### config.mk
export PLATFORM = sky130hd
export DESIGN_NAME = feacc_top
export DESIGN_NICKNAME = d
export VERILOG_FILES = /design/src/hw/feacc_pkg.sv /design/src/hw/feacc_rx_fifo.sv /design/src/hw/feacc_top.sv
export SDC_FILE = /design/constraint.sdc
export NUM_CORES = 1
export LEC_CHECK = 0
export ABC_CLOCK_PERIOD_IN_PS = 4000
export BUFFER_PORTS_ARGS = -buffer_cell sky130_fd_sc_hd__buf_2
export CAP_MARGIN = 5
export CORE_MARGIN = 8
export CORE_UTILIZATION = 45
export DETAILED_ROUTE_END_ITERATION = 16
export HOLD_SLACK_MARGIN = 0.05
export PLACE_DENSITY = 0.65
export SLEW_MARGIN = 20
export SYNTH_ARGS = -nofsm -noshare
export SYNTH_HDL_FRONTEND = slang
export SYNTH_SLANG_ARGS = --single-unit
export TNS_END_PERCENT = 10
### constraint.sdc
create_clock -name clk_i -period 4 [get_ports clk_i]
set_clock_uncertainty 0.15 [all_clocks]
set_input_delay 0 -clock clk_i [delete_from_list [all_inputs] [get_ports clk_i]]
set_output_delay 0 -clock clk_i [all_outputs]
set_load 0.02 [all_outputs]
### src/hw/feacc_pkg.sv
// Purpose: shared constants for the far-end alarm code controller
// Assumes: 32-bit apb register bus, 6-bit alarm codes
// Notes:   offsets are byte addresses, one aligned word per register
package feacc_pkg;

  // ---------------------------------------------------------------
  // register map
  // ---------------------------------------------------------------
  localparam logic [7:0] REG_CTRL      = 8'h00; // transmit mode
  localparam logic [7:0] REG_TX_FIRST  = 8'h04; // first code slot
  localparam logic [7:0] REG_TX_SECOND = 8'h08; // second code slot
  localparam logic [7:0] REG_STATUS    = 8'h0c; // status and overflow
  localparam logic [7:0] REG_RX_DATA   = 8'h10; // receive fifo pop port

  // ---------------------------------------------------------------
  // field positions and reset values
  // ---------------------------------------------------------------
  localparam int ST_EMPTY    = 0;  // fifo holds no code
  localparam int ST_OVERFLOW = 1;  // sticky, write one to clear
  localparam int ST_DETECT   = 2;  // code detected
  localparam int ST_IDLE     = 3;  // alarm-code idle
  localparam int ST_TX_BUSY  = 4;  // code transmission running, counted or continuous
  localparam int ST_LEVEL    = 8;  // fifo fill level, three bits
  localparam logic [5:0] CODE_RESET = 6'h3f;   // code slots after reset
  localparam logic [1:0] MODE_RESET = 2'h0;    // idle after reset

  // ---------------------------------------------------------------
  // transmit modes as written to the control register
  // ---------------------------------------------------------------
  localparam logic [1:0] MODE_IDLE   = 2'h0;
  localparam logic [1:0] MODE_SINGLE = 2'h1;
  localparam logic [1:0] MODE_DUAL   = 2'h2;
  localparam logic [1:0] MODE_CONT   = 2'h3;

  // ---------------------------------------------------------------
  // counts
  // ---------------------------------------------------------------
  localparam int         CODE_W     = 6;      // code width
  localparam int         FIFO_DEPTH = 4;      // receive fifo entries
  localparam logic [3:0] CW_LAST    = 4'hf;   // last bit of 16-bit word
  localparam logic [3:0] CW_REPEAT  = 4'ha;   // codewords per slot
  localparam logic [1:0] DETECT_CNT = 2'h3;   // equal words to detect
  localparam logic [1:0] DIFF_CNT   = 2'h2;   // differing words to clear
  localparam logic [4:0] IDLE_ONES  = 5'h10;  // ones that mean idle

  // ---------------------------------------------------------------
  // transmit sequencer states
  // ---------------------------------------------------------------
  typedef enum logic [1:0] {
    FEACC_TX_ONES,
    FEACC_TX_FIRST,
    FEACC_TX_SECOND,
    FEACC_TX_CONT
  } feacc_tx_state_t;

endpackage

### src/hw/feacc_rx_fifo.sv
// Purpose: four-entry receive code fifo
// Assumes: push and pop are single-cycle strobes on clk_i
// Notes:   push when full is dropped, pop when empty is ignored
`timescale 1ns/100ps
module feacc_rx_fifo (
  input  wire logic       clk_i,
  input  wire logic       reset_n_i,
  input  wire logic       push_i,
  input  wire logic [5:0] push_data_i,
  input  wire logic       pop_i,
  output logic      [5:0] head_o,
  output logic            empty_o,
  output logic      [2:0] level_o,
  output logic            overflow_o
);

  // ---------------------------------------------------------------
  // storage and pointers
  // ---------------------------------------------------------------
  logic [5:0] mem [feacc_pkg::FIFO_DEPTH]; // code storage
  logic [1:0] wr_ptr;                      // next write slot
  logic [1:0] rd_ptr;                      // oldest entry
  logic [2:0] count;                       // entries held
  logic       full;                        // no room left
  logic       do_push;                     // accepted write
  logic       do_pop;                      // accepted read

  assign full    = (count == 3'(feacc_pkg::FIFO_DEPTH));
  assign empty_o = (count == 3'h0);
  assign do_push = push_i && !full;
  assign do_pop  = pop_i && !empty_o;   // [RL17]
  assign head_o  = mem[rd_ptr];
  assign level_o = count;

  // write side
  always_ff @(posedge clk_i) begin
    if (do_push) begin
      mem[wr_ptr] <= push_data_i;
    end
  end

  // pointers and fill level
  always_ff @(posedge clk_i) begin
    if (!reset_n_i) begin
      wr_ptr <= 2'h0;
      rd_ptr <= 2'h0;
      count  <= 3'h0;
    end else begin
      if (do_push) begin
        wr_ptr <= wr_ptr + 2'h1;
      end
      if (do_pop) begin
        rd_ptr <= rd_ptr + 2'h1;
      end
      // fill level tracks both strobes in the same cycle
      if (do_push && !do_pop) begin
        count <= count + 3'h1;  // [RL15]
      end else if (do_pop && !do_push) begin
        count <= count - 3'h1;
      end
    end
  end

  // overflow pulse: a code arrived while full and was discarded
  always_ff @(posedge clk_i) begin
    if (!reset_n_i) begin
      overflow_o <= 1'b0;
    end else begin
      overflow_o <= push_i && full;  // [RL16]
    end
  end

endmodule

### src/hw/feacc_top.sv
// Purpose: far-end alarm code transmitter, receiver and apb registers
// Assumes: line clock and rx data are asynchronous pins, sampled by clk_i
// Notes:   tx bit changes on line clock fall, rx bit taken on its rise
//
// Summary of operation
// (RL1) two writable 6-bit transmit code slots
// (RL2) code bit 1 in register bit 0
// (RL3) codes shifted out least significant first
// (RL4) codeword is 0, code, 0, eight ones
// (RL5) idle mode sends continuous ones
// (RL6) single mode: first slot ten times, ones
// (RL7) dual mode: first ten, second ten, ones
// (RL8) continuous mode repeats first slot until changed
// (RL9) search every bit slot for codeword boundary
// (RL10) three equal clean codewords set detect, push
// (RL11) fifo data bit 0 holds code bit 1
// (RL12) two differing codewords or idle clear detect
// (RL13) sixteen consecutive ones declare idle
// (RL14) idle ends when detect becomes set
// (RL15) four-entry fifo with level and empty status
// (RL16) push while full discarded, overflow declared
// (RL17) pop while empty ignored
// (RL18) line side writes fifo, software reads it
// (RL19) fifo works while other side inactive
// (RL20) code bit 1 sent first, mirrored on receive
// (RL21) overflow latched, indications readable by software
`timescale 1ns/100ps
module feacc_top (
  input  wire logic        clk_i,
  input  wire logic        reset_n_i,
  // apb slave
  input  wire logic        psel_i,
  input  wire logic        penable_i,
  input  wire logic        pwrite_i,
  input  wire logic [7:0]  paddr_i,
  input  wire logic [31:0] pwdata_i,
  output logic      [31:0] prdata_o,
  output logic             pready_o,
  output logic             pslverr_o,
  // overhead bit stream
  input  wire logic        line_clk_i,
  input  wire logic        rx_data_i,
  output logic             tx_data_o
);

  // ---------------------------------------------------------------
  // helper functions
  // ---------------------------------------------------------------
  // builds the 16-bit codeword, bit 15 is sent first
  function automatic logic [15:0] make_word(input logic [5:0] code);
    make_word = {1'b0, code[0], code[1], code[2], code[3], code[4],
                 code[5], 1'b0, 8'hff};  // [RL4] [RL20]
  endfunction

  // mirrors a code between signal order and register order
  function automatic logic [5:0] flip6(input logic [5:0] v);
    flip6 = {v[0], v[1], v[2], v[3], v[4], v[5]};
  endfunction

  // ---------------------------------------------------------------
  // registers and shared signals
  // ---------------------------------------------------------------
  logic [5:0]  tx_code_first_slot;   // first code, bit 0 sent first
  logic [5:0]  tx_code_second_slot;  // second code
  logic [1:0]  tx_mode;              // transmit mode field
  logic        overflow;             // sticky overflow flag
  logic        wr_en;                // apb write in access phase
  logic        rd_en;                // apb read in access phase
  logic        setup;                // apb setup cycle
  logic        mapped;               // address hits a register
  logic        mode_wr;              // control register written
  logic [5:0]  fifo_head;            // oldest code in fifo
  logic        fifo_empty;           // fifo holds nothing
  logic [2:0]  fifo_level;           // entries held
  logic        fifo_ovf;             // overflow pulse from fifo
  logic        fifo_pop;             // software pop strobe
  logic        code_push;            // receiver push strobe
  logic [5:0]  code_data;            // code to push, register order

  // ---------------------------------------------------------------
  // apb slave
  // ---------------------------------------------------------------
  assign setup    = psel_i && !penable_i;
  assign wr_en    = psel_i && penable_i && pwrite_i;
  assign rd_en    = psel_i && penable_i && !pwrite_i;
  assign mode_wr  = wr_en && (paddr_i == feacc_pkg::REG_CTRL);
  assign pready_o = 1'b1;  // every access ends in its first access cycle
  assign mapped   = (paddr_i == feacc_pkg::REG_CTRL)
                 || (paddr_i == feacc_pkg::REG_TX_FIRST)
                 || (paddr_i == feacc_pkg::REG_TX_SECOND)
                 || (paddr_i == feacc_pkg::REG_STATUS)
                 || (paddr_i == feacc_pkg::REG_RX_DATA);
  assign pslverr_o = psel_i && penable_i && !mapped;
  // a read of the fifo port pops one code, ignored inside the fifo if empty
  assign fifo_pop = rd_en && (paddr_i == feacc_pkg::REG_RX_DATA); // [RL18]

  // writable registers
  always_ff @(posedge clk_i) begin
    if (!reset_n_i) begin
      tx_code_first_slot  <= feacc_pkg::CODE_RESET;
      tx_code_second_slot <= feacc_pkg::CODE_RESET;
      tx_mode             <= feacc_pkg::MODE_RESET;
    end else if (wr_en) begin
      case (paddr_i)
        feacc_pkg::REG_CTRL: begin
          tx_mode <= pwdata_i[1:0];
        end
        feacc_pkg::REG_TX_FIRST: begin
          tx_code_first_slot <= pwdata_i[5:0];  // [RL1] [RL2]
        end
        feacc_pkg::REG_TX_SECOND: begin
          tx_code_second_slot <= pwdata_i[5:0];  // [RL1] [RL2]
        end
        default: begin
        end
      endcase
    end
  end

  // sticky overflow, a new overflow wins over the clear
  always_ff @(posedge clk_i) begin
    if (!reset_n_i) begin
      overflow <= 1'b0;
    end else if (fifo_ovf) begin
      overflow <= 1'b1;  // [RL16] [RL21]
    end else if (wr_en && (paddr_i == feacc_pkg::REG_STATUS)
                 && pwdata_i[feacc_pkg::ST_OVERFLOW]) begin
      overflow <= 1'b0;
    end
  end

  // ---------------------------------------------------------------
  // line pin synchronisers and edge detection
  // ---------------------------------------------------------------
  logic [2:0] lclk_sync;  // line clock, first two stages synchronise
  logic [1:0] rxd_sync;   // rx data synchroniser
  logic       lclk_rise;  // line clock rising edge seen
  logic       lclk_fall;  // line clock falling edge seen

  always_ff @(posedge clk_i) begin
    if (!reset_n_i) begin
      lclk_sync <= 3'h0;
      rxd_sync  <= 2'h3;
    end else begin
      lclk_sync <= {lclk_sync[1:0], line_clk_i};
      rxd_sync  <= {rxd_sync[0], rx_data_i};
    end
  end

  assign lclk_rise = lclk_sync[1] && !lclk_sync[2];
  assign lclk_fall = !lclk_sync[1] && lclk_sync[2];

  // ---------------------------------------------------------------
  // transmit sequencer
  // ---------------------------------------------------------------
  feacc_pkg::feacc_tx_state_t tx_state;  // sequencer state
  logic [3:0]  tx_bit;                   // bit index in codeword
  logic [3:0]  tx_words;                 // codewords sent in slot
  logic [15:0] tx_word;                  // word being sent

  assign tx_word = (tx_state == feacc_pkg::FEACC_TX_SECOND)
                 ? make_word(tx_code_second_slot)
                 : make_word(tx_code_first_slot);

  // mode write restarts the sequence; counting advances on line falls
  always_ff @(posedge clk_i) begin
    if (!reset_n_i) begin
      tx_state <= feacc_pkg::FEACC_TX_ONES;
      tx_bit   <= 4'h0;
      tx_words <= 4'h0;
    end else if (mode_wr) begin
      tx_bit   <= 4'h0;
      tx_words <= 4'h0;
      case (pwdata_i[1:0])
        feacc_pkg::MODE_SINGLE: tx_state <= feacc_pkg::FEACC_TX_FIRST;
        feacc_pkg::MODE_DUAL:   tx_state <= feacc_pkg::FEACC_TX_FIRST;
        feacc_pkg::MODE_CONT:   tx_state <= feacc_pkg::FEACC_TX_CONT;
        default:                tx_state <= feacc_pkg::FEACC_TX_ONES;
      endcase
    end else if (lclk_fall && tx_state != feacc_pkg::FEACC_TX_ONES) begin
      tx_bit <= tx_bit + 4'h1;
      if (tx_bit == feacc_pkg::CW_LAST) begin
        case (tx_state)
          feacc_pkg::FEACC_TX_FIRST: begin
            if (tx_words == feacc_pkg::CW_REPEAT - 4'h1) begin
              tx_words <= 4'h0;
              // dual goes on to the second slot, single stops
              if (tx_mode == feacc_pkg::MODE_DUAL) begin
                tx_state <= feacc_pkg::FEACC_TX_SECOND;  // [RL7]
              end else begin
                tx_state <= feacc_pkg::FEACC_TX_ONES;    // [RL6]
              end
            end else begin
              tx_words <= tx_words + 4'h1;
            end
          end
          feacc_pkg::FEACC_TX_SECOND: begin
            if (tx_words == feacc_pkg::CW_REPEAT - 4'h1) begin
              tx_words <= 4'h0;
              tx_state <= feacc_pkg::FEACC_TX_ONES;      // [RL7]
            end else begin
              tx_words <= tx_words + 4'h1;
            end
          end
          feacc_pkg::FEACC_TX_CONT: begin
            tx_state <= feacc_pkg::FEACC_TX_CONT;        // [RL8]
          end
          default: begin
            tx_state <= feacc_pkg::FEACC_TX_ONES;
          end
        endcase
      end
    end
  end

  // serial output, changed on line falls so the far end samples on rise
  always_ff @(posedge clk_i) begin
    if (!reset_n_i) begin
      tx_data_o <= 1'b1;
    end else if (lclk_fall) begin
      if (tx_state == feacc_pkg::FEACC_TX_ONES) begin
        tx_data_o <= 1'b1;                      // [RL5]
      end else begin
        tx_data_o <= tx_word[4'hf - tx_bit];    // [RL3] [RL20]
      end
    end
  end

  // ---------------------------------------------------------------
  // receive framing
  // ---------------------------------------------------------------
  logic [15:0] rx_sr;      // last 16 received bits, newest at bit 0
  logic [15:0] next_sr;    // shift register after this bit
  logic        rx_match;   // codeword sequence at this slot
  logic        rx_locked;  // boundary known
  logic [3:0]  rx_pos;     // bits since last boundary
  logic        cw_ok;      // clean codeword boundary this bit
  logic        cw_err;     // expected boundary missing
  logic [5:0]  cw_code;    // code of clean word, register order
  logic [4:0]  ones_cnt;   // consecutive ones received

  assign next_sr  = {rx_sr[14:0], rxd_sync[1]};
  assign rx_match = !next_sr[15] && !next_sr[8]
                 && (next_sr[7:0] == 8'hff);       // [RL9]
  assign cw_ok    = lclk_rise && rx_match;
  assign cw_err   = lclk_rise && !rx_match && rx_locked
                 && (rx_pos == feacc_pkg::CW_LAST);
  assign cw_code  = flip6(next_sr[14:9]);           // [RL11] [RL20]

  // shift in on each line rise, track the boundary
  always_ff @(posedge clk_i) begin
    if (!reset_n_i) begin
      rx_sr     <= 16'hffff;
      rx_locked <= 1'b0;
      rx_pos    <= 4'h0;
    end else if (lclk_rise) begin
      rx_sr  <= next_sr;
      rx_pos <= rx_match ? 4'h0 : rx_pos + 4'h1;
      if (rx_match) begin
        rx_locked <= 1'b1;
      end else if (cw_err) begin
        rx_locked <= 1'b0;  // search every slot again
      end
    end
  end

  // ---------------------------------------------------------------
  // detection, idle and fifo push
  // ---------------------------------------------------------------
  logic [5:0] last_code;  // code of previous clean word
  logic [1:0] same_cnt;   // equal clean words in a row
  logic [1:0] diff_cnt;   // differing words in a row
  logic [5:0] cur_code;   // detected code
  logic       detected;   // code-detected indication
  logic       idle;       // alarm-code idle indication
  logic       hit3;       // third equal clean word now
  logic       idle_hit;   // sixteenth one now

  assign hit3     = cw_ok && (cw_code == last_code)
                 && (same_cnt == feacc_pkg::DETECT_CNT - 2'h1);
  assign idle_hit = lclk_rise && rxd_sync[1]
                 && (ones_cnt == feacc_pkg::IDLE_ONES - 5'h1);
  assign code_push = hit3 && !detected;             // [RL10] [RL18]
  assign code_data = cw_code;

  // counts equal clean words, an error word breaks the run
  always_ff @(posedge clk_i) begin
    if (!reset_n_i) begin
      last_code <= 6'h0;
      same_cnt  <= 2'h0;
    end else if (cw_ok) begin
      last_code <= cw_code;
      if (cw_code != last_code) begin
        same_cnt <= 2'h1;
      end else if (same_cnt != feacc_pkg::DETECT_CNT) begin
        same_cnt <= same_cnt + 2'h1;
      end
    end else if (cw_err) begin
      same_cnt <= 2'h0;
    end
  end

  // consecutive ones for idle detection
  always_ff @(posedge clk_i) begin
    if (!reset_n_i) begin
      ones_cnt <= 5'h0;
    end else if (lclk_rise) begin
      if (!rxd_sync[1]) begin
        ones_cnt <= 5'h0;
      end else if (ones_cnt != feacc_pkg::IDLE_ONES) begin
        ones_cnt <= ones_cnt + 5'h1;               // [RL13]
      end
    end
  end

  // code-detected indication and differing-word counter
  always_ff @(posedge clk_i) begin
    if (!reset_n_i) begin
      detected <= 1'b0;
      cur_code <= 6'h0;
      diff_cnt <= 2'h0;
    end else if (code_push) begin
      detected <= 1'b1;                            // [RL10]
      cur_code <= cw_code;
      diff_cnt <= 2'h0;
    end else if (idle_hit) begin
      detected <= 1'b0;                            // [RL12]
      diff_cnt <= 2'h0;
    end else if (detected && (cw_err || (cw_ok && cw_code != cur_code)))
    begin
      if (diff_cnt == feacc_pkg::DIFF_CNT - 2'h1) begin
        detected <= 1'b0;                          // [RL12]
        diff_cnt <= 2'h0;
      end else begin
        diff_cnt <= diff_cnt + 2'h1;
      end
    end else if (cw_ok) begin
      diff_cnt <= 2'h0;
    end
  end

  // idle indication, ended when detection is set
  always_ff @(posedge clk_i) begin
    if (!reset_n_i) begin
      idle <= 1'b0;
    end else if (code_push) begin
      idle <= 1'b0;                                // [RL14]
    end else if (idle_hit) begin
      idle <= 1'b1;                                // [RL13]
    end
  end

  // ---------------------------------------------------------------
  // receive fifo, single clock so either side runs without the other
  // ---------------------------------------------------------------
  feacc_rx_fifo u_fifo (                           // [RL19]
    .clk_i       (clk_i),
    .reset_n_i   (reset_n_i),
    .push_i      (code_push),
    .push_data_i (code_data),
    .pop_i       (fifo_pop),
    .head_o      (fifo_head),
    .empty_o     (fifo_empty),
    .level_o     (fifo_level),
    .overflow_o  (fifo_ovf)
  );

  // ---------------------------------------------------------------
  // read data, captured in the setup cycle
  // ---------------------------------------------------------------
  always_ff @(posedge clk_i) begin
    if (!reset_n_i) begin
      prdata_o <= 32'h0;
    end else if (setup) begin
      prdata_o <= 32'h0;
      case (paddr_i)
        feacc_pkg::REG_CTRL:      prdata_o[1:0] <= tx_mode;
        feacc_pkg::REG_TX_FIRST:  prdata_o[5:0] <= tx_code_first_slot;
        feacc_pkg::REG_TX_SECOND: prdata_o[5:0] <= tx_code_second_slot;
        feacc_pkg::REG_STATUS: begin
          prdata_o[feacc_pkg::ST_EMPTY]    <= fifo_empty;  // [RL15]
          prdata_o[feacc_pkg::ST_OVERFLOW] <= overflow;    // [RL21]
          prdata_o[feacc_pkg::ST_DETECT]   <= detected;    // [RL21]
          prdata_o[feacc_pkg::ST_IDLE]     <= idle;        // [RL21]
          prdata_o[feacc_pkg::ST_TX_BUSY]  <=
            (tx_state != feacc_pkg::FEACC_TX_ONES);
          prdata_o[feacc_pkg::ST_LEVEL +: 3] <= fifo_level;
        end
        feacc_pkg::REG_RX_DATA: begin
          // an empty fifo reads zero
          prdata_o[5:0] <= fifo_empty ? 6'h0 : fifo_head;
        end
        default: begin
        end
      endcase
    end
  end

endmodule

==> results by group <==
Hold path
  • Worst hold stages: 6
  • Worst Hold Class: in -> reg

Cells and area
  • Commonest non-fill, non-tap cell in the layout: dfxtp_1
  • Area growth syn-to-layout: 21.4%
  • Fin util: 55.6%
  • Ratio of cells with drive above 1 in the final layout: 14.5%
  • Most frequent cells in the layout: dfxtp_1 (93), nand2_1 (70), nor2_1 (45)
  • Fin nets: roughly 700
  • Antenna diodes: 0
  • Cell Count, Final, Fillers Out: around 800

Power and ir drop
  • Pwr per Cell Area: about 450 nW/µm²
  • Clock share of power: a little over half
  • Cell Int Power: about 2.4 mW
  • VDD IR-drop max: roughly 260 µV
  • Comb pwr share: roughly 5%
  • P_leak: ~2.6 nW
  • Final Power: 3.03 mW
  • Sw Share: about 22%
  • P_sw: between 0.6 and 0.7 mW
  • Sequential fraction of design power: between 40 and 50%

Timing
  • Slew @ Worst Pin: roughly 1000 ps
  • Slew headroom: about a third
  • Fin crit period: 3660 ps
  • Hold WS: approximately 75 ps
  • Post-Route Setup TNS: 0 ps
  • Max Fclk: 273 MHz
  • Hold Vio Cnt, Final: 0
  • Setup Viol. Count Final: 0
  • RSZ-0062 raised after global routing: false
  • Max-slew violation count: 0
  • Final critical-path share of the clock period: roughly nine tenths

Clocking
  • Clk_lat worst skew: approximately 420 ps
  • Worst-path clk slew: roughly 60 ps
  • H-tree depth: 4
  • CTS tree: yes
  • Clock Tree Root: clkbuf_16
  • CTS resizes: 0
  • Clock buffer depth: 2
  • # clock sinks: approximately 120
  • CTS buffer count: 17

Die
  • Core box area: 12000 µm²
  • Boundary Pins: 82
  • Chip width: about 130 µm
  • Die Ht: roughly 130 µm
  • Rows: 40
  • Starting Density: 45.8%
  • Die area: 16000 µm²

Synthesis
  • Seq/Total Area, Yosys: a little under half
  • Synth Flop Type: dfxtp_1
  • Synth Warn #: 0
  • Syn Area/Cell: roughly 9.6 µm²
  • Post-synth EDFFs: 24
  • Synthesized cell area: between 5000 and 6000 µm²
  • Yosys reg bits: 117
  • Distinct cells, synth: 64
  • Synth Instances: about 570
  • Ys async rst share: 0%

Drt
  • Initial DRC count: around 290
  • Routed vias: 4275
  • 1st-pass router iterations: 5
  • WL/cell: between 15 and 20 µm
  • Vias per inst: between 5 and 6
  • Residual DRC: 0
  • Routed Antenna Nets: 0
  • Final WL: about 12000 µm

Critical path
  • Worst-path fanout max: 9
  • R2R cell count: 10
  • Worst EP arrival: 3860 ps
  • Crit. End Element: register
  • Worst setup path class: reg -> reg
  • Data required, critical path: roughly 4200 ps
  • Critical Path Source Type: register

Placement
  • Placed cell count: around 730
  • RePlAce Congestion: 0.803
  • IO buf count: 31
  • Detailed placement HPWL: 8360 µm

Global routing
  • Total grt overflow: 0
  • GRT Total Usage: 16.4%
  • Initial antenna violation count: 0
  • Largest net degree at the start of global routing: between 40 and 50
  • Vias in the first global route: ~4300
  • First-pass GRT wire length: between 20000 and 25000 µm

Run
  • Max Cap Violations: 0

Run status
  • Status: complete, no violations
## critical path: stages (launching register included)
cell and delay [ps]:
dfxtp_1 490, nand4_1 250, or4_1 610, nor4_2 660, and2_1 220, ha_1 170
inv_1 60, fa_1 370, xor2_1 180, or3_1 300, a21oi_1 130
## metrics by stage
step	instance area, µm²	setup slack, ps
floorplan	5560	904
global placement	5660	507
detailed placement	5660	360
CTS	6650	313
global route	6650	128
finish	6650	336
## timing repair
item,4_1_cts,5_1_grt
buffers inserted,0,0
hold buffers,34,0
endpoints found under the hold margin,59,0
## flip-flops by register name, summed over array words and instances (netlist names), 3 cells and up, named ones only
register / flops
u_fifo.mem: 24
rx_sr: 15
prdata_o: 9
cur_code: 6
last_code: 6
tx_code_first_slot: 6
tx_code_second_slot: 6
ones_cnt: 5
rx_pos: 4
tx_bit: 4
tx_words: 4
lclk_sync: 3
u_fifo.level_o: 3
## power groups by stage
stage	clock network (mW)	registers, mW	logic (mW)
detailed placement	0	1.26	0.136
global placement	0	1.26	0.132
floorplan	0	1.26	0.110
finish	1.64	1.23	0.152
global route	1.73	1.23	0.168
CTS	1.67	1.23	0.152
## layout make-up
class,count,area [µm²]
inverters,16,60.1
flip-flops and latches,117,2580
multi-input cells,407,2610
clock buffers,19,454
repair buffers,75,571
well taps,147,184
fillers,1025,5310
clock inverters,13,195
## cells by family after synthesis
| kind of cell | Yosys count | synth area share, % |
|---|---|---|
| flops | 117 | 47.1 |
| other cells | 2 | 0.137 |
| simple gates | 226 | 21.6 |
| mux | 21 | 5.68 |
| xor+xnor | 23 | 3.68 |
| compound gates | 96 | 11.0 |
| fa+ha+maj | 17 | 4.02 |
| buf+inv | 71 | 6.83 |
## worst paths after layout
path	start	endpoint	slack [ps]
max	rxd_sync[1]$_SDFF_PN1_	u_fifo.level_o[2]$_SDFFE_PN0P_	340
min	paddr_i[1]	tx_mode[0]$_SDFFE_PN0P_	70
min reg2reg	rxd_sync[0]$_SDFF_PN1_	rxd_sync[1]$_SDFF_PN1_	260
max reg2reg	rxd_sync[1]$_SDFF_PN1_	u_fifo.level_o[2]$_SDFFE_PN0P_	340
## synthesized netlist by cell type (all sizes together) (11+ instances only)
cell     n  area (µm²)
ha      16         200
nand3   36         180
mux2i   12         120
buf     30         220
nand2   70         263
inv     15        56.3
xnor2   15         131
edfxtp  24         721
dfxtp   93        1860
clkbuf  25        93.8
nor2    46         175
a21oi   32         160
o21ai   24         120
and3    11        68.8
## per-layer routing
metal | track usage [%] | share of wire, % | vias to the layer above
li1 | - | - | 2098
met5 | 0 | 0 | -
met1 | 20.3 | 46 | 2022
met4 | 7.22 | 2.0 | 0
met2 | 25.5 | 46 | 135
met3 | 5.53 | 5.9 | 20
No activity file was read; power rests on OpenSTA's default activity.
